--- src/core/fmpm_pkg.sv ---
// Constants, register map and field layout of the float mode configuration bank
`default_nettype none
package fmpm_pkg;
	// Register port widths
	localparam int          ADDR_W            = 8;
	localparam int          DATA_W            = 16;

	// Register offsets, as seen on the register port
	localparam logic [7:0]  ADDR_BG_STATUS    = 8'h04;
	localparam logic [7:0]  ADDR_BG_CFG_B     = 8'h1C;
	localparam logic [7:0]  ADDR_LED_SETUP_A  = 8'h3E;
	localparam logic [7:0]  ADDR_LED_SETUP_B  = 8'h3F;
	localparam logic [7:0]  ADDR_MATH_CTRL    = 8'h58;
	localparam logic [7:0]  ADDR_B_FLOAT_ON   = 8'h59;
	localparam logic [7:0]  ADDR_A_FLOAT_ON   = 8'h5E;

	// Field positions
	localparam int          LED_CHOICE_LSB    = 14;
	localparam int          PULSE_WIDTH_LSB   = 8;
	localparam int          FIRST_DELAY_LSB   = 0;
	localparam int          THRESH_LSB        = 0;
	localparam int          COUNT_SEL_LSB     = 14;
	localparam int          B_PAIR_TWO_LSB    = 10;
	localparam int          A_PAIR_TWO_LSB    = 8;
	localparam int          INT_BUF_BIT       = 7;
	localparam int          B_PAIR_ONE_LSB    = 5;
	localparam int          A_PAIR_ONE_LSB    = 1;
	localparam int          FLT_EN_LSB        = 13;
	localparam int          B_FLAGS_LSB       = 4;

	// Field widths
	localparam int          THRESH_W          = 14;
	localparam int          PULSE_WIDTH_W     = 5;
	localparam int          FIRST_DELAY_W     = 8;
	localparam int          NUM_CH            = 4;
	localparam int          CNT_W             = 5;
	localparam int          PW_CYC_W          = 11;

	// Reset values
	localparam logic [1:0]  LED_CHOICE_RST    = 2'h0;
	localparam logic [4:0]  PULSE_WIDTH_RST   = 5'h03;
	localparam logic [7:0]  FIRST_DELAY_RST   = 8'h20;
	localparam logic [13:0] THRESH_RST        = 14'h0000;
	localparam logic [1:0]  COUNT_SEL_RST     = 2'h0;
	localparam logic [1:0]  SIGN_CTRL_RST     = 2'h0;
	localparam logic [1:0]  FLT_EN_RST        = 2'h0;

	// Float enable code that turns float mode on
	localparam logic [1:0]  FLT_EN_ON         = 2'h3;

	// Crossing counts per count-select code
	localparam logic [4:0]  EXCEED_CNT_1      = 5'h01;
	localparam logic [4:0]  EXCEED_CNT_2      = 5'h04;
	localparam logic [4:0]  EXCEED_CNT_3      = 5'h10;

	// Pulse width unit and clock
	localparam int          PULSE_UNIT_NS     = 1000;
	localparam int          CLK_PERIOD_NS     = 25;
	localparam int          PULSE_UNIT_CYCLES = PULSE_UNIT_NS / CLK_PERIOD_NS;
endpackage : fmpm_pkg
`default_nettype wire

--- src/core/fmpm_bg_if.sv ---
// Signals between the register bank and the background crossing monitor
`timescale 1ns/1ps
`default_nettype none
interface fmpm_bg_if;
	import fmpm_pkg::*;

	logic                              sample_valid;
	logic                              subtract_cycle;
	logic                              restart;
	logic [THRESH_W-1:0]               threshold;
	logic [1:0]                        count_select;
	logic [NUM_CH-1:0][THRESH_W-1:0]   adc_result;
	logic [NUM_CH-1:0]                 flag_set;

	modport ctrl (
		output sample_valid,
		output subtract_cycle,
		output restart,
		output threshold,
		output count_select,
		output adc_result,
		input  flag_set
	);

	modport mon (
		input  sample_valid,
		input  subtract_cycle,
		input  restart,
		input  threshold,
		input  count_select,
		input  adc_result,
		output flag_set
	);
endinterface : fmpm_bg_if
`default_nettype wire

--- src/core/fmpm_bg_monitor.sv ---
// Per-channel background crossing counters for slot B
`timescale 1ns/1ps
`default_nettype none
module fmpm_bg_monitor
	import fmpm_pkg::*;
(
	input  wire logic  i_clk,
	input  wire logic  i_rstn,
	fmpm_bg_if.mon     bg
);

	typedef struct packed {
		logic [NUM_CH-1:0][CNT_W-1:0] cnt;
		logic [NUM_CH-1:0]            fired;
		logic [NUM_CH-1:0]            flag_set;
	} fmpm_mon_state_t;

	fmpm_mon_state_t   state;
	fmpm_mon_state_t   next_state;
	logic [NUM_CH-1:0] exceed;
	logic [CNT_W-1:0]  target;

	// Strictly greater than; equal does not count
	genvar g;
	generate
		for (g = 0; g < NUM_CH; g++)
		begin : g_cmp
			assign exceed[g] = bg.sample_valid && bg.subtract_cycle
				&& (bg.adc_result[g] > bg.threshold); // RL1
		end
	endgenerate

	always_comb
	begin
		case (bg.count_select) // RL13
			2'h1:    target = EXCEED_CNT_1;
			2'h2:    target = EXCEED_CNT_2;
			2'h3:    target = EXCEED_CNT_3;
			default: target = '0;
		endcase
	end

	always_comb
	begin
		next_state          = state;
		next_state.flag_set = '0;
		for (int i = 0; i < NUM_CH; i++)
		begin
			if (bg.restart)
			begin
				next_state.cnt[i]   = '0;
				next_state.fired[i] = 1'b0;
			end
			else if (exceed[i] && state.cnt[i] != EXCEED_CNT_3)
			begin
				// Saturates at the largest target
				next_state.cnt[i] = state.cnt[i] + CNT_W'(1); // RL1
				if (target != '0 && (state.cnt[i] + CNT_W'(1)) == target && !state.fired[i])
				begin
					next_state.flag_set[i] = 1'b1; // RL13
					next_state.fired[i]    = 1'b1;
				end
			end
		end
	end

	always_ff @(posedge i_clk or negedge i_rstn)
	begin
		if (!i_rstn)
			state <= '0;
		else
			state <= next_state;
	end

	assign bg.flag_set = state.flag_set;

endmodule : fmpm_bg_monitor
`default_nettype wire

--- src/core/fmpm_config.sv ---
// Float mode LED, pulse math and background threshold register bank
// Summary of operation
// RL1 - Slot B subtract cycles count ADC results above the 14-bit threshold.
// RL2 - Slot A LED choice: 0 none, 1..3 select LED one to three.
// RL3 - Slot B LED choice: 0 none, 1..3 select LED one to three.
// RL4 - Slot A pulse width is 5 bits in microseconds, reset 3.
// RL5 - Slot B pulse width is 5 bits in microseconds, reset 3.
// RL6 - Slot A delay to first pulse is 8 bits, reset 0x20.
// RL7 - Slot B delay to first pulse is 8 bits, reset 0x20.
// RL8 - Slot B signs of samples three and four per four-pulse group.
// RL9 - Slot A signs of samples three and four, repeated every group.
// RL10 - Slot B signs of samples one and two per four-pulse group.
// RL11 - Slot A signs of samples one and two, every group of four.
// RL12 - Integrator-buffer bit makes the integrator a buffer in TIA mode.
// RL13 - Count select sets flag after 1, 4, 16 crossings; 0 never.
// RL14 - Background status bits clear when their register is read.
// RL15 - Float mode active only when the enable field equals 3.
// RL16 - Software writes zero to reserved bits and programs before enabling.
`timescale 1ns/1ps
`default_nettype none
module fmpm_config
	import fmpm_pkg::*;
(
	input  wire logic                              i_clk,
	input  wire logic                              i_rstn,
	// Register port
	input  wire logic [ADDR_W-1:0]                 i_reg_addr,
	input  wire logic [DATA_W-1:0]                 i_reg_wdata,
	input  wire logic                              i_reg_wr,
	input  wire logic                              i_reg_rd,
	output logic      [DATA_W-1:0]                 o_reg_rdata,
	// Sequencer side
	input  wire logic                              i_slot_b_start,
	input  wire logic                              i_slot_b_sample_valid,
	input  wire logic [1:0]                        i_slot_b_pulse_index,
	input  wire logic [NUM_CH-1:0][THRESH_W-1:0]   i_slot_b_adc_result,
	input  wire logic [1:0]                        i_slot_a_pulse_index,
	input  wire logic                              i_tia_mode,
	output logic                                   o_slot_a_float_active,
	output logic                                   o_slot_b_float_active,
	output logic      [2:0]                        o_slot_a_led_select,
	output logic      [2:0]                        o_slot_b_led_select,
	output logic      [PW_CYC_W-1:0]               o_slot_a_pulse_cycles,
	output logic      [PW_CYC_W-1:0]               o_slot_b_pulse_cycles,
	output logic      [FIRST_DELAY_W-1:0]          o_slot_a_first_pulse_delay,
	output logic      [FIRST_DELAY_W-1:0]          o_slot_b_first_pulse_delay,
	output logic                                   o_slot_a_subtract,
	output logic                                   o_slot_b_subtract,
	output logic                                   o_integrator_buffer,
	output logic      [NUM_CH-1:0]                 o_slot_b_background_flags
);

	typedef struct packed {
		logic [1:0]                 slot_a_float_led_choice;
		logic [PULSE_WIDTH_W-1:0]   slot_a_float_pulse_width;
		logic [FIRST_DELAY_W-1:0]   slot_a_float_first_pulse_delay;
		logic [1:0]                 slot_b_float_led_choice;
		logic [PULSE_WIDTH_W-1:0]   slot_b_float_pulse_width;
		logic [FIRST_DELAY_W-1:0]   slot_b_float_first_pulse_delay;
		logic [1:0]                 slot_b_pair_two_sign_control;
		logic [1:0]                 slot_a_pair_two_sign_control;
		logic                       integrator_buffer_enable;
		logic [1:0]                 slot_b_pair_one_sign_control;
		logic [1:0]                 slot_a_pair_one_sign_control;
		logic [1:0]                 slot_b_exceed_count_select;
		logic [THRESH_W-1:0]        slot_b_background_threshold;
		logic [1:0]                 slot_a_float_enable;
		logic [1:0]                 slot_b_float_enable;
		logic [NUM_CH-1:0]          slot_b_background_flags;
		logic [DATA_W-1:0]          rdata;
		logic                       a_active;
		logic                       b_active;
		logic [2:0]                 a_led;
		logic [2:0]                 b_led;
		logic [PW_CYC_W-1:0]        a_cycles;
		logic [PW_CYC_W-1:0]        b_cycles;
		logic                       a_sub;
		logic                       b_sub;
		logic                       int_buf;
	} fmpm_cfg_state_t;

	localparam fmpm_cfg_state_t STATE_RST = '{
		slot_a_float_led_choice:        LED_CHOICE_RST,
		slot_a_float_pulse_width:       PULSE_WIDTH_RST,
		slot_a_float_first_pulse_delay: FIRST_DELAY_RST,
		slot_b_float_led_choice:        LED_CHOICE_RST,
		slot_b_float_pulse_width:       PULSE_WIDTH_RST,
		slot_b_float_first_pulse_delay: FIRST_DELAY_RST,
		slot_b_pair_two_sign_control:   SIGN_CTRL_RST,
		slot_a_pair_two_sign_control:   SIGN_CTRL_RST,
		integrator_buffer_enable:       1'b0,
		slot_b_pair_one_sign_control:   SIGN_CTRL_RST,
		slot_a_pair_one_sign_control:   SIGN_CTRL_RST,
		slot_b_exceed_count_select:     COUNT_SEL_RST,
		slot_b_background_threshold:    THRESH_RST,
		slot_a_float_enable:            FLT_EN_RST,
		slot_b_float_enable:            FLT_EN_RST,
		slot_b_background_flags:        '0,
		rdata:                          '0,
		a_active:                       1'b0,
		b_active:                       1'b0,
		a_led:                          '0,
		b_led:                          '0,
		a_cycles:                       PW_CYC_W'(PULSE_WIDTH_RST) * PW_CYC_W'(PULSE_UNIT_CYCLES),
		b_cycles:                       PW_CYC_W'(PULSE_WIDTH_RST) * PW_CYC_W'(PULSE_UNIT_CYCLES),
		a_sub:                          1'b0,
		b_sub:                          1'b0,
		int_buf:                        1'b0
	};

	fmpm_cfg_state_t state;
	fmpm_cfg_state_t next_state;
	logic [3:0]      a_sign_mask;
	logic [3:0]      b_sign_mask;

	fmpm_bg_if bg_link ();

	// Bit k set means pulse k of each group of four is subtracted
	function automatic logic [3:0] sign_mask(input logic [1:0] pair_one, input logic [1:0] pair_two);
		sign_mask = {pair_two[0], pair_two[1], pair_one[0], pair_one[1]};
	endfunction : sign_mask

	// One-hot LED drive; code 0 leaves every LED dark
	function automatic logic [2:0] led_decode(input logic [1:0] choice);
		case (choice)
			2'h1:    led_decode = 3'h1;
			2'h2:    led_decode = 3'h2;
			2'h3:    led_decode = 3'h4;
			default: led_decode = 3'h0;
		endcase
	endfunction : led_decode

	function automatic logic [PW_CYC_W-1:0] width_cycles(input logic [PULSE_WIDTH_W-1:0] width);
		width_cycles = PW_CYC_W'(width) * PW_CYC_W'(PULSE_UNIT_CYCLES);
	endfunction : width_cycles

	assign a_sign_mask = sign_mask(state.slot_a_pair_one_sign_control,
		state.slot_a_pair_two_sign_control); // RL9 RL11
	assign b_sign_mask = sign_mask(state.slot_b_pair_one_sign_control,
		state.slot_b_pair_two_sign_control); // RL8 RL10

	// Only the low two index bits matter, so the pattern repeats every four pulses
	assign bg_link.sample_valid   = i_slot_b_sample_valid;
	assign bg_link.subtract_cycle = state.b_active && b_sign_mask[i_slot_b_pulse_index]; // RL1
	assign bg_link.restart        = i_slot_b_start;
	assign bg_link.threshold      = state.slot_b_background_threshold;
	assign bg_link.count_select   = state.slot_b_exceed_count_select;
	assign bg_link.adc_result     = i_slot_b_adc_result;

	fmpm_bg_monitor u_bg_monitor (
		.i_clk  (i_clk),
		.i_rstn (i_rstn),
		.bg     (bg_link.mon)
	);

	always_comb
	begin
		next_state = state;

		if (i_reg_wr)
		begin
			// Reserved bits are dropped on write and read back as zero
			case (i_reg_addr)
				ADDR_LED_SETUP_A:
				begin
					next_state.slot_a_float_led_choice        = i_reg_wdata[LED_CHOICE_LSB +: 2];
					next_state.slot_a_float_pulse_width       = i_reg_wdata[PULSE_WIDTH_LSB +: PULSE_WIDTH_W];
					next_state.slot_a_float_first_pulse_delay = i_reg_wdata[FIRST_DELAY_LSB +: FIRST_DELAY_W];
				end
				ADDR_LED_SETUP_B:
				begin
					next_state.slot_b_float_led_choice        = i_reg_wdata[LED_CHOICE_LSB +: 2];
					next_state.slot_b_float_pulse_width       = i_reg_wdata[PULSE_WIDTH_LSB +: PULSE_WIDTH_W];
					next_state.slot_b_float_first_pulse_delay = i_reg_wdata[FIRST_DELAY_LSB +: FIRST_DELAY_W];
				end
				ADDR_MATH_CTRL:
				begin
					next_state.slot_b_pair_two_sign_control = i_reg_wdata[B_PAIR_TWO_LSB +: 2];
					next_state.slot_a_pair_two_sign_control = i_reg_wdata[A_PAIR_TWO_LSB +: 2];
					next_state.integrator_buffer_enable     = i_reg_wdata[INT_BUF_BIT];
					next_state.slot_b_pair_one_sign_control = i_reg_wdata[B_PAIR_ONE_LSB +: 2];
					next_state.slot_a_pair_one_sign_control = i_reg_wdata[A_PAIR_ONE_LSB +: 2];
				end
				ADDR_BG_CFG_B:
				begin
					next_state.slot_b_exceed_count_select  = i_reg_wdata[COUNT_SEL_LSB +: 2];
					next_state.slot_b_background_threshold = i_reg_wdata[THRESH_LSB +: THRESH_W];
				end
				ADDR_A_FLOAT_ON:
					next_state.slot_a_float_enable = i_reg_wdata[FLT_EN_LSB +: 2];
				ADDR_B_FLOAT_ON:
					next_state.slot_b_float_enable = i_reg_wdata[FLT_EN_LSB +: 2];
				default:
					next_state = state;
			endcase
		end

		if (i_reg_rd)
		begin
			case (i_reg_addr)
				ADDR_BG_STATUS:
				begin
					next_state.rdata = DATA_W'({state.slot_b_background_flags, 4'h0});
					next_state.slot_b_background_flags = '0; // RL14
				end
				ADDR_LED_SETUP_A:
					next_state.rdata = {state.slot_a_float_led_choice, 1'b0,
						state.slot_a_float_pulse_width, state.slot_a_float_first_pulse_delay};
				ADDR_LED_SETUP_B:
					next_state.rdata = {state.slot_b_float_led_choice, 1'b0,
						state.slot_b_float_pulse_width, state.slot_b_float_first_pulse_delay};
				ADDR_MATH_CTRL:
					next_state.rdata = {4'h0, state.slot_b_pair_two_sign_control,
						state.slot_a_pair_two_sign_control, state.integrator_buffer_enable,
						state.slot_b_pair_one_sign_control, 2'h0,
						state.slot_a_pair_one_sign_control, 1'b0};
				ADDR_BG_CFG_B:
					next_state.rdata = {state.slot_b_exceed_count_select, state.slot_b_background_threshold};
				ADDR_A_FLOAT_ON:
					next_state.rdata = DATA_W'({state.slot_a_float_enable, 13'h0000});
				ADDR_B_FLOAT_ON:
					next_state.rdata = DATA_W'({state.slot_b_float_enable, 13'h0000});
				default:
					next_state.rdata = '0;
			endcase
		end

		// A crossing in the clearing cycle survives the read
		next_state.slot_b_background_flags = next_state.slot_b_background_flags
			| bg_link.flag_set; // RL13 RL14

		// Codes 1 and 2 are reserved and behave as disabled
		next_state.a_active = (state.slot_a_float_enable == FLT_EN_ON); // RL15
		next_state.b_active = (state.slot_b_float_enable == FLT_EN_ON); // RL15
		next_state.a_led    = state.a_active ? led_decode(state.slot_a_float_led_choice) : 3'h0; // RL2
		next_state.b_led    = state.b_active ? led_decode(state.slot_b_float_led_choice) : 3'h0; // RL3
		next_state.a_cycles = width_cycles(state.slot_a_float_pulse_width); // RL4
		next_state.b_cycles = width_cycles(state.slot_b_float_pulse_width); // RL5
		next_state.a_sub    = state.a_active && a_sign_mask[i_slot_a_pulse_index]; // RL9 RL11
		next_state.b_sub    = state.b_active && b_sign_mask[i_slot_b_pulse_index]; // RL8 RL10
		next_state.int_buf  = state.integrator_buffer_enable && i_tia_mode; // RL12
	end

	always_ff @(posedge i_clk or negedge i_rstn)
	begin
		if (!i_rstn)
			state <= STATE_RST;
		else
			state <= next_state;
	end

	assign o_reg_rdata                = state.rdata;
	assign o_slot_a_float_active      = state.a_active;
	assign o_slot_b_float_active      = state.b_active;
	assign o_slot_a_led_select        = state.a_led;
	assign o_slot_b_led_select        = state.b_led;
	assign o_slot_a_pulse_cycles      = state.a_cycles;
	assign o_slot_b_pulse_cycles      = state.b_cycles;
	assign o_slot_a_first_pulse_delay = state.slot_a_float_first_pulse_delay; // RL6
	assign o_slot_b_first_pulse_delay = state.slot_b_float_first_pulse_delay; // RL7
	assign o_slot_a_subtract          = state.a_sub;
	assign o_slot_b_subtract          = state.b_sub;
	assign o_integrator_buffer        = state.int_buf;
	assign o_slot_b_background_flags  = state.slot_b_background_flags;

endmodule : fmpm_config
`default_nettype wire

--- config.mk ---
export PLATFORM = sky130hd
export DESIGN_NAME = fmpm_config
export DESIGN_NICKNAME = d
export VERILOG_FILES = /design/src/core/fmpm_pkg.sv /design/src/core/fmpm_bg_if.sv /design/src/core/fmpm_bg_monitor.sv /design/src/core/fmpm_config.sv
export SDC_FILE = /design/constraint.sdc
export NUM_CORES = 1
export LEC_CHECK = 0
export BUFFER_PORTS_ARGS = -buffer_cell sky130_fd_sc_hd__buf_2
export CAP_MARGIN = 20
export CORE_AREA = 5 5 181 183
export DETAILED_ROUTE_END_ITERATION = 12
export DIE_AREA = 0 0 186 188
export GPL_TIMING_DRIVEN = 1
export MAX_ROUTING_LAYER = met4
export PLACE_DENSITY = 0.44
export SKIP_LAST_GASP = 1
export SYNTH_ARGS = -nofsm -noshare
export SYNTH_HDL_FRONTEND = slang
export SYNTH_SLANG_ARGS = --single-unit
--- constraint.sdc ---
create_clock -name i_clk -period 2.79 [get_ports i_clk]
set_clock_uncertainty 0.15 [all_clocks]
set_input_delay 0.1395 -clock i_clk [delete_from_list [all_inputs] [get_ports i_clk]]
set_output_delay 0.1395 -clock i_clk [all_outputs]
set_load 0.01 [all_outputs]
[Yosys cells after proc, flatten, opt, wreduce, memory -nomap -nowiden]
Index checks and enable logic that the tools add are counted.
Operators by class
  add/sub/neg operators: 4
  multiply operators: 2
  $lt $le $gt $ge: 6
  equality and inequality tests: 26
  mux-type cells: 44
  bitwise logic cells: 1
  reductions and logical operators: 43
Operator list (count)
  16-bit case mux with 7 select lines: 1
  14-bit > comparator: 4
  5-bit 2-to-1 mux: 8
  1-bit 2-to-1 mux: 26
  8-bit by 7-bit equality test with 1-bit output (second input constant): 3
  5-bit by 1-bit adder with 5-bit output (second input constant): 4
  5-bit equality test: 4
  1-bit logical AND: 20
  20-bit 2-to-1 mux: 1
  5-bit != test (second input constant): 4
  2-bit AND reduction: 10
  3-bit case mux with 3 select lines: 2
  2-bit equality test (second input constant): 8
  8-bit by 6-bit equality test with 1-bit output (second input constant): 2
  5-bit by 3-bit multiplier with 8-bit output (second input constant): 2
  2-bit nonzero test: 8
  5-bit case mux with 3 select lines: 1
  8-bit by 3-bit equality test with 1-bit output (second input constant): 1
  8-bit by 5-bit equality test with 1-bit output (second input constant): 1
  2-bit by 1-bit equality test with 1-bit output (second input constant): 3
  2-bit by 3-bit < comparator with 1-bit output (second input constant): 2
  3-bit 2-to-1 mux: 2
  5-bit nonzero test: 1
  1-bit binary-select mux with 2-bit select: 2
  3 further kinds: 6
Word-level totals
  flip-flop bits (word level): 134
  input bits: 91
  output and inout port bits: 69
  word-level logic and storage cells: 161

[Longest topological paths before layout]
Gate-level depths: netlist (run 1).
  depth after elaboration: 8
  gate-level depth with buffers: 7
  gate-level depth less buffers: 7

[By module]
A second synthesis (run 1) with hierarchy kept.
Second synthesis, totals
  cells, all modules: 785
  area, all modules: 8473.1 µm²
Modules (own cells, without submodules)
  fmpm_config: instances 1, cells each 408, area an instance 5126.2 µm²
  fmpm_bg_monitor: instances 1, cells each 377, area an instance 3347.0 µm²

[Worst setup path before layout (run 1)]
No wires, ideal clock.
  path kind: register to register
  start point: register state (netlist bit bg_link.threshold[13])
  end point: register u_bg_monitor.state[21] in the netlist's numbering
  arrival: 2.048 ns
  data required time: 2.515 ns
  setup slack: 0.467 ns
  cell stages (with the launch flop): 8
  buffers on the path: 0
  clock period less this slack: 2.323 ns
  cells stage by stage: dfrtp_1 > inv_1 > ha_1 > nand4_1 > or3_1 > a31o_2 > a211oi_1 > mux2_2
On the way
  word-level cells in the longest chain between the ends: 4
Ends and longest elaborated chain
  from (decl): RTL line fmpm_config.sv:111  | fmpm_cfg_state_t state;
  from (signal assigned): RTL line fmpm_config.sv:249  | state <= next_state;
  14-bit > comparator: RTL line fmpm_bg_monitor.sv:29  | && (bg.adc_result[g] > bg.threshold);
  1-bit logical AND: RTL line fmpm_bg_monitor.sv:29
  1-bit logical AND: RTL line fmpm_bg_monitor.sv:54  | else if (exceed[i] && state.cnt[i] != EXCEED_CNT_3)
  2-bit nonzero test (no source line)
  to (signal assigned): RTL line fmpm_bg_monitor.sv:72  | state <= next_state;
  to (decl): RTL line fmpm_bg_monitor.sv:18  | fmpm_mon_state_t state;
Every way passes these cells.
A chain may end at the register's enable or synchronous reset.

[Final worst setup path (run 1)]
Ends and elaborated chain as after synthesis.

==> summary.md, run 1 <==
| Metric | Value |
|---|---|
| Clock Latency Late Sink | `0.43 ns` |
| Syn Inst Count | `736` |
| Critical path arrival | `2.82 ns` |
| Vias per inst | `4.686` |
| F_max | `0.3757 GHz` |
| YS warnings | `0` |
| Largest net degree at the start of global routing | `81` |
| Reg2Reg Depth | `7` |
| Floorplan core area | `31070 um^2` |
| Tcrit/Tclk final | `95.41%` |
| Sequential area share after synthesis | `41.21%` |
| Vias in the first global route | `6250` |
| Most common cell after layout, fill and taps aside | `buf_2` |
| FF+latch count, synth | `134` |
| Ports | `160` |
| Placed Instances | `1232` |
| Largest family of logic cells by synthesized area | `simple AND/OR/NAND/NOR gates` |
| Critical path class | `reg2reg` |
| Final Critical Period | `2.662 ns` |
| Area grow syn2layout | `20.35%` |
| CTS tree | `yes` |
| Non-Filler Instances | `1285` |
| Die area | `34970 um^2` |
| DRC viols | `0` |
| CTS root buffer | `clkbuf_16` |
| CP endpoint kind | `register` |
| Int Pwr | `3.499 mW` |
| Flop pwr share | `42.9%` |
| Number of buffers added on ports | `153` |
| RSZ-0062 raised after global routing | `false` |
| Fillers | `3226` |
| Switching share of total power | `27.03%` |
| First-pass GRT wire length | `37.52 mm` |
| Synth Area per Inst | `11.11 um^2` |
| H-tree level count | `4` |
| Primary FF master, synth | `dfrtp_1` |
| Via Count | `6022` |
| Area occupied by multi-input gates | `4154 um^2` |
| Synth async-reset ratio | `100.0%` |
| Pwr dens | `487.2 nW/um^2` |
| Worst slew margin | `54.01%` |
| Power share of the combinational group | `10.8%` |
| Die W | `186 um` |
| Antenna cells | `0` |
| Adder-cell share of the synthesized area | `12.12%` |
| Ratio of cells with drive above 1 in the final layout | `34.54%` |
| DR WL/cell | `19.21 um` |
| Met3 wire len | `1.335 mm` |
| Most frequent cells in the layout | `buf_2 (152), dfrtp_1 (120), ha_1 (76), mux2_2 (65), nand2_1 (50)` |
| Metal-1 WL | `11.87 mm` |
| Xor/xnor share of the synthesized area | `3.473%` |
| Slew Limit Fails | `0` |
| Simple-gate share of the synthesized area | `12.33%` |
| Status | `completed` |
| Worst-Margin Slew | `0.6899 ns` |
| CTS sink count | `134` |
| Clock share of power | `46.3%` |
| Global Route Usage Sum | `14.62%` |
| Post-layout power | `4.795 mW` |
| Final WL | `24.69 mm` |
| Initial antenna violation count | `0` |
| MaxCap Viol Count | `0` |
| Reg clk slew, reported paths | `0.06 ns` |
| Synth unique cells | `62` |
| Hold depth | `3` |
| CTS Buffer Depth | `2` |
| Max stage delay on crit path | `0.41 ns` |
| Post-detail-place hpwl | `18.97 mm` |
| Final setup violation count | `0` |
| Drt initial violations | `427` |
| Hold Path Class | `in2reg` |
| GPL Wtd Cong | `0.8362` |
| Final net count | `1039` |
| CP Data Required Time | `2.95 ns` |
| P_sw | `1.296 mW` |
| Number of enable flip-flop cells after synthesis | `0` |
| Final Hold Fails | `0` |
| Setup total negative slack | `0 ns` |
| Grt ovf | `0` |
| WL met2 | `11.14 mm` |
| Max FO, Critical Path | `5` |
| Maximum VDD drop | `0.4115 mV` |
| CP cell instances | `inv_1 -> ha_1 -> nand4_1 -> or3_1 -> a31o_2 -> a211oi_1 -> mux2_2` |
| Routed Antenna Nets | `0` |
| Pleak | `4.936 nW` |
| Synth Area in Compound Gates | `10.65%` |
| Die Y | `188 um` |
| First-pass detailed-route iteration total | `7` |
| Mapped cell area | `8179 um^2` |
| Starting Density | `26.33%` |
| Row cnt | `65` |
| Startpoint Class | `register` |
| Mux contribution to synthesized area | `11.82%` |
| Register Area | `3371 um^2` |
| DR top layer | `met4` |
| Clock buffer count from CTS | `17` |
| CP max-delay cell | `dfrtp_1` |
## metal layers
layer  GRT usage, %  vias up
li1               -     2902
met1          20.28     2935
met4          3.924        0
met3          2.599       23
met2          22.04      162
met5              -        -
## power by group through the flow
| stage | Clock [mW] | Sequential (mW) | Combinational, mW |
|---|---|---|---|
| 2_1_floorplan | 0 | 2.07 | 0.298 |
| 3_3_place_gp | 0 | 2.09 | 0.503 |
| 3_5_place_dp | 0 | 2.09 | 0.502 |
| 4_1_cts | 2.27 | 2.06 | 0.529 |
| 5_1_grt | 2.34 | 2.06 | 0.591 |
| 6_report | 2.22 | 2.06 | 0.518 |
## final timing paths
path,startpoint,to,slack [ns]
max in group asynchronous,i_rstn,o_slot_b_pulse_cycles[3],1.52
min,i_slot_a_pulse_index[0],o_slot_a_subtract,0.02
min in group asynchronous,i_rstn,u_bg_monitor.state[6],0.11
max,bg_link.threshold[13],u_bg_monitor.state[21],0.13
min reg2reg,state[91],o_slot_b_pulse_cycles[4],0.24
max reg2reg,bg_link.threshold[13],u_bg_monitor.state[21],0.13
## kinds of logic (layout without fill, tap and decap cells)
group | count (synthesis) | in the layout
flip-flops | 134 | 134
AO/OA/AOI/OAI | 123 | 123
XOR/XNOR | 21 | 21
AND/OR/NAND/NOR | 185 | 185
adder cells (fa/ha/maj) | 78 | 78
other | 1 | 6
multiplexers | 81 | 81
buffers and inverters | 113 | 255
## synthesized netlist by cell type, types with 5 or more instances
| cell type | number | area (um^2) |
|---|---|---|
| buf_4 | 65 | 488.0 |
| clkbuf_1 | 16 | 60.06 |
| a222oi_1 | 6 | 60.06 |
| a21oi_1 | 41 | 205.2 |
| nor3_1 | 7 | 35.03 |
| nand3_1 | 19 | 95.09 |
| inv_1 | 30 | 112.6 |
| nand4_1 | 21 | 131.4 |
| nor2b_1 | 17 | 106.4 |
| nand2_1 | 50 | 187.7 |
| mux2_2 | 65 | 732.0 |
| mux2_4 | 10 | 150.1 |
| a22oi_1 | 7 | 52.55 |
| a21o_1 | 14 | 105.1 |
| dfstp_2 | 14 | 367.9 |
| o2bb2ai_1 | 6 | 52.55 |
| a22o_1 | 15 | 131.4 |
| nor2_1 | 31 | 116.4 |
| and2_1 | 6 | 37.54 |
| xor2_1 | 10 | 87.58 |
| ha_1 | 76 | 950.9 |
| and3_1 | 5 | 31.28 |
| dfrtp_1 | 120 | 3003 |
| a211oi_1 | 11 | 82.58 |
## cell type report
| type | count | area share [%] |
|---|---|---|
| Tap cell | 402 | 5.110 |
| Inverter | 30 | 1.144 |
| Timing Repair Buffer | 193 | 11.55 |
| Sequential cell | 134 | 34.24 |
| Clock inverter | 12 | 1.208 |
| Multi-Input combinational cell | 494 | 42.20 |
| Clock buffer | 20 | 4.538 |
## state kept, by name, summed over array words and instances (netlist names)
name	cells
o_slot_a_pulse_cycles	8
u_bg_monitor.state	24
o_slot_b_float_active	1
o_integrator_buffer	1
b_sign_mask	4
o_slot_b_pulse_cycles	8
bg_link.count_select	2
o_slot_b_subtract	1
o_slot_a_first_pulse_delay	8
o_reg_rdata	16
a_sign_mask	4
o_slot_a_led_select	3
o_slot_b_background_flags	4
o_slot_a_float_active	1
state	19
o_slot_a_subtract	1
o_slot_b_led_select	3
u_bg_monitor.bg.flag_set	4
bg_link.threshold	14
o_slot_b_first_pulse_delay	8
## per-stage QoR
step                      utilization (%)  hold WS [ns]  area [um^2]  setup WS (ns)
after CTS                           31.67       0.01843         9839         0.1002
after global routing                31.68       0.04747         9843       0.005900
after detailed placement            29.17       0.01021         9064         0.1196
after floorplan                         -       -0.3061         8198         0.4672
final                               31.68       0.01929         9843         0.1282
after global placement              29.17      0.006631         9064         0.1816
## worst max-delay path, delay by kind of cell (launching register included)
kind,cells,cell delay (ns)
compound gates,2,0.55
mux,1,0.36
fa+ha+maj,1,0.35
simple gates,2,0.57
buf+inv,1,0.16
flops,1,0.41
## timing repair
item                                   4_1_cts  5_1_grt
endpoints found under the hold margin      116        0
buffers inserted                             0        0
resized for setup                            0        1
hold buffers                                21        0
setup endpoints to repair                    0        1
(Power assumes the default switching activity.)
==> inputs of run 2 (changes only) <==
--- a/config.mk
+++ b/config.mk
@@ -12,7 +12,7 @@
 export DIE_AREA = 0 0 186 188
 export GPL_TIMING_DRIVEN = 1
 export MAX_ROUTING_LAYER = met4
-export PLACE_DENSITY = 0.44
+export PLACE_DENSITY = 0.4
 export SKIP_LAST_GASP = 1
 export SYNTH_ARGS = -nofsm -noshare
 export SYNTH_HDL_FRONTEND = slang
==> summary.md, run 2 (same netlist as run 1, synthesis figures left out) <==
| Metric | Value |
|---|---|
| H-tree level count | `4` |
| P_sw | `1.375 mW` |
| RSZ-0062 raised after global routing | `false` |
| Post-route core utilization | `31.88%` |
| Fillers | `3265` |
| CTS sink count | `134` |
| First-pass detailed-route iteration total | `5` |
| CTS Buffer Depth | `2` |
| Max FO, Critical Path | `5` |
| Int Pwr | `3.613 mW` |
| Number of buffers added on ports | `153` |
| Non-Filler Instances | `1285` |
| Drt initial violations | `387` |
| Clock share of power | `48.3%` |
| Vias in the first global route | `6160` |
| F_max | `0.3900 GHz` |
| Setup total negative slack | `0 ns` |
| Design area | `9905 um^2` |
| Pwr dens | `503.6 nW/um^2` |
| Final Critical Period | `2.564 ns` |
| Global Route Usage Sum | `14.75%` |
| Critical path class | `reg2reg` |
| Post-layout power | `4.988 mW` |
| Hold Path Class | `in2reg` |
| Reg clk slew, reported paths | `0.07 ns` |
| Biggest register | `u_bg_monitor.state` |
| First-pass GRT wire length | `38.02 mm` |
| Largest net degree at the start of global routing | `73` |
| Die W | `186 um` |
| Die Y | `188 um` |
| Antenna cells | `0` |
| Tcrit/Tclk final | `91.90%` |
| Status | `completed` |
| Startpoint Class | `register` |
| Max reg flops | `24` |
| Via Count | `5944` |
| Pleak | `4.978 nW` |
| Slew Limit Fails | `0` |
| Placed Instances | `1233` |
| CTS tree | `yes` |
| Critical path arrival | `2.72 ns` |
| Register Area | `3371 um^2` |
| Final WL | `24.67 mm` |
| Worst-Margin Slew | `0.7389 ns` |
| Most frequent cells in the layout | `buf_2 (152), dfrtp_1 (120), ha_1 (76), mux2_2 (65), nand2_1 (50)` |
| Starting Density | `26.33%` |
| DR WL/cell | `19.20 um` |
| Switching share of total power | `27.57%` |
| CTS root buffer | `clkbuf_16` |
| Initial antenna violation count | `0` |
| Clock buffer count from CTS | `17` |
| Area occupied by multi-input gates | `4156 um^2` |
| Maximum VDD drop | `0.4038 mV` |
| Final setup violation count | `0` |
| Flop pwr share | `41.2%` |
| Most common cell after layout, fill and taps aside | `buf_2` |
| Power share of the combinational group | `10.4%` |
| GPL Wtd Cong | `0.8088` |
| Vias per inst | `4.626` |
| Clock Latency Late Sink | `0.43 ns` |
| Ratio of cells with drive above 1 in the final layout | `34.88%` |
| Pre-CTS setup slack | `0.1669 ns` |
| Worst slew margin | `50.74%` |
| Ports | `160` |
| Area grow syn2layout | `21.10%` |
| CP endpoint kind | `register` |
| Grt ovf | `0` |
| Setup Fix Bufs, Post-CTS | `0` |
| Hold Slack | `0.05586 ns` |
| Final Hold Fails | `0` |
| Floorplan core area | `31070 um^2` |
| Final net count | `1039` |
| Die area | `34970 um^2` |
| Post-detail-place hpwl | `19.22 mm` |
| MaxCap Viol Count | `0` |
| DRC viols | `0` |
| Fin worst setup slack | `0.2260 ns` |
| CP Data Required Time | `2.95 ns` |
| Placed inst area | `9071 um^2` |
| Routed Antenna Nets | `0` |
| Row cnt | `65` |
## run 2: cell type report
class	instances	area share, %
repair buffers	193	11.46
well taps	402	5.078
clock buffers	17	4.295
flip-flops and latches	134	34.03
inverters	30	1.137
multi-input cells	494	41.97
clock inverters	15	2.034
## run 2: repair_timing
| action | in CTS | in global routing |
|---|---|---|
| setup endpoints to repair | 0 | 1 |
| resized for setup | 0 | 1 |
| endpoints found under the hold margin | 117 | 0 |
| hold buffers | 20 | 0 |
## run 2: power groups by stage
stage	registers (mW)	clock network, mW	logic, mW
final	2.06	2.41	0.521
after global routing	2.06	2.58	0.597
after CTS	2.06	2.48	0.532
after detailed placement	2.09	0	0.507
after global placement	2.09	0	0.510
after floorplan	2.07	0	0.298
## run 2: worst paths after layout
kind | start | endpoint | slack (ns) | depth (start not counted)
min in group asynchronous | i_rstn | state[109] | 0.16 | 2
max in group asynchronous | i_rstn | u_bg_monitor.state[27] | 1.52 | 3
worst min-delay path | i_reg_addr[0] | state[54] | 0.06 | 3
worst max register to register | bg_link.threshold[13] | u_bg_monitor.state[21] | 0.23 | 7
worst max-delay path | bg_link.threshold[13] | u_bg_monitor.state[21] | 0.23 | 7
worst min register to register | state[105] | o_slot_a_pulse_cycles[3] | 0.24 | 0
## run 2: worst max-delay path, stage by stage, from the launching register on
cell and delay (ns):
dfrtp_1 0.38, inv_1 0.13, ha_1 0.33, nand4_1 0.17
or3_1 0.40, a31o_2 0.26, a211oi_1 0.27, mux2_2 0.36
## run 2: layer usage
layer | track usage (%) | up-vias | wire length [um]
li1 | - | 2895 | -
met1 | 21.12 | 2888 | 12160
met2 | 22.04 | 150 | 11110
met3 | 2.464 | 11 | 1196
met4 | 3.083 | 0 | 201
met5 | - | - | 0
==> inputs of run 3 (changes only) <==
--- a/config.mk
+++ b/config.mk
@@ -12,7 +12,7 @@
 export DIE_AREA = 0 0 186 188
 export GPL_TIMING_DRIVEN = 1
 export MAX_ROUTING_LAYER = met4
-export PLACE_DENSITY = 0.4
+export PLACE_DENSITY = 0.48
 export SKIP_LAST_GASP = 1
 export SYNTH_ARGS = -nofsm -noshare
 export SYNTH_HDL_FRONTEND = slang
==> summary.md, run 3 (same netlist as run 1, synthesis figures left out) <==
| Metric | Value |
|---|---|
| Status | `completed` |
| Antenna cells | `0` |
| Ports | `160` |
| Startpoint Class | `register` |
| Crit path buffers/inverters | `1` |
| Vias per inst | `4.724` |
| Pwr dens | `499.0 nW/um^2` |
| DRC viols | `0` |
| Non-Filler Instances | `1285` |
| CP max-delay cell | `or3_1` |
| Worst slew margin | `51.73%` |
| CP startpoint | `bg_link.threshold[13]` |
| Reg clk slew, reported paths | `0.07 ns` |
| Initial antenna violation count | `0` |
| Final Hold Fails | `0` |
| CTS root buffer | `clkbuf_16` |
| Max reg flops | `24` |
| WL met2 | `10.74 mm` |
| Critical path class | `reg2reg` |
| Pre-CTS setup slack | `0.1870 ns` |
| Ratio of cells with drive above 1 in the final layout | `34.65%` |
| Max FO, Critical Path | `5` |
| CTS tree | `yes` |
| MaxCap Viol Count | `0` |
| Clock buffer count from CTS | `17` |
| CTS Buffer Depth | `2` |
| Drt initial violations | `345` |
| Worst-Margin Slew | `0.7241 ns` |
| DR top layer | `met4` |
| Hold Startpoint | `i_slot_a_pulse_index[1]` |
| Fillers | `3277` |
| Pleak | `4.971 nW` |
| Grt ovf | `0` |
| GPL Wtd Cong | `0.8297` |
| CP Data Required Time | `2.96 ns` |
| Critical R2R Launch | `bg_link.threshold[13]` |
| First-pass GRT wire length | `37.53 mm` |
| Clock Latency Late Sink | `0.43 ns` |
| Maximum VDD drop | `0.4413 mV` |
| Biggest register | `u_bg_monitor.state` |
| Hold Buf Count CTS | `20` |
| Crit path max-delay family | `simple AND/OR/NAND/NOR gates` |
| Row cnt | `65` |
| Placed Instances | `1233` |
| Final setup violation count | `0` |
| Max stage delay on crit path | `0.42 ns` |
| Number of buffers added on ports | `153` |
| Most common cell after layout, fill and taps aside | `buf_2` |
| Largest net degree at the start of global routing | `70` |
| Post-detail-place hpwl | `18.92 mm` |
| Metal-1 WL | `11.52 mm` |
| Final Critical Period | `2.591 ns` |
| Met3 wire len | `1.582 mm` |
| Starting Density | `26.33%` |
| Fin worst setup slack | `0.1987 ns` |
| Hold Path Class | `in2reg` |
| Floorplan core area | `31070 um^2` |
| H-tree level count | `4` |
| First-pass detailed-route iteration total | `6` |
| Final net count | `1039` |
| Global Route Usage Sum | `14.49%` |
| Slew Limit Fails | `0` |
| Area grow syn2layout | `20.85%` |
| Setup Fix Bufs, Post-CTS | `0` |
| CP endpoint kind | `register` |
| Die Y | `188 um` |
| Vias in the first global route | `6271` |
| CTS sink count | `134` |
| Setup total negative slack | `0 ns` |
| Critical path arrival | `2.76 ns` |
| RSZ-0062 raised after global routing | `false` |
| Tcrit/Tclk final | `92.88%` |
| DR WL/cell | `18.88 um` |
| F_max | `0.3859 GHz` |
| Via Count | `6070` |
| Final WL | `24.27 mm` |
| Die area | `34970 um^2` |
| Post-cts resize count | `0` |
| Routed Antenna Nets | `0` |
| CP cell instances | `inv_1 -> ha_1 -> nand4_1 -> or3_1 -> a31o_2 -> a211oi_1 -> mux2_2` |
| Die W | `186 um` |
| Most frequent cells in the layout | `buf_2 (152), dfrtp_1 (120), ha_1 (76), mux2_2 (65), nand2_1 (50)` |
-- run 3: changes by cell type in the layout (fill, tap and decap cells not counted) --
cell / change
clkinv_2: +2
clkbuf_1: +1
bufinv_16: +1
clkinv_4: +3
inv_6: -1
o221ai_2: -1
inv_8: -5
clkbuf_8: +1
clkinv_8: -2
o221ai_1: +1
-- run 3: area by class of cell --
cell class                      instances  area [um^2]  area share [%]
Multi-Input combinational cell        494         4150           41.99
Sequential cell                       134         3371           34.10
Inverter                               30        112.6           1.139
Tap cell                              402        503.0           5.089
Timing Repair Buffer                  193         1135           11.48
Clock buffer                           19        442.9           4.481
Clock inverter                         13        170.2           1.722
-- run 3: metal layers --
layer	up-vias	global-route usage (%)
li1	2898	-
met1	2966	19.86
met2	186	21.30
met3	20	3.453
met4	0	4.260
met5	-	-
-- run 3: path summary, 6_finish.rpt --
path | end | slack [ns] | cells past startpoint
hold / removal | o_slot_a_subtract | 0.02 | 3
hold reg to reg | o_slot_b_pulse_cycles[3] | 0.24 | 0
min in group asynchronous | u_bg_monitor.state[20] | 0.12 | 2
setup / recovery | u_bg_monitor.state[21] | 0.20 | 7
max in group asynchronous | o_slot_b_first_pulse_delay[5] | 1.48 | 3
setup reg to reg | u_bg_monitor.state[21] | 0.20 | 7
-- run 3: power breakdown --
group	switching [mW]	internal, mW
Clock	0.909	1.44
Combinational	0.297	0.227
Sequential	0.0483	2.01
-- run 3: metrics by stage --
step                area [um^2]  util, %  hold slack [ns]  power (mW)
finish                     9884    31.82          0.01959       4.932
global route               9884    31.82          0.01652       5.140
CTS                        9884    31.82         0.007373       4.989
detailed placement         9071    29.20          0.05018       2.598
global placement           9071    29.20          0.05135       2.593
floorplan                  8198        -          -0.3061       2.369
-- run 3: worst min-delay path, cell delays in order --
cell	delay, ns
buf_2	0.10
mux4_2	0.20
and2_1	0.12
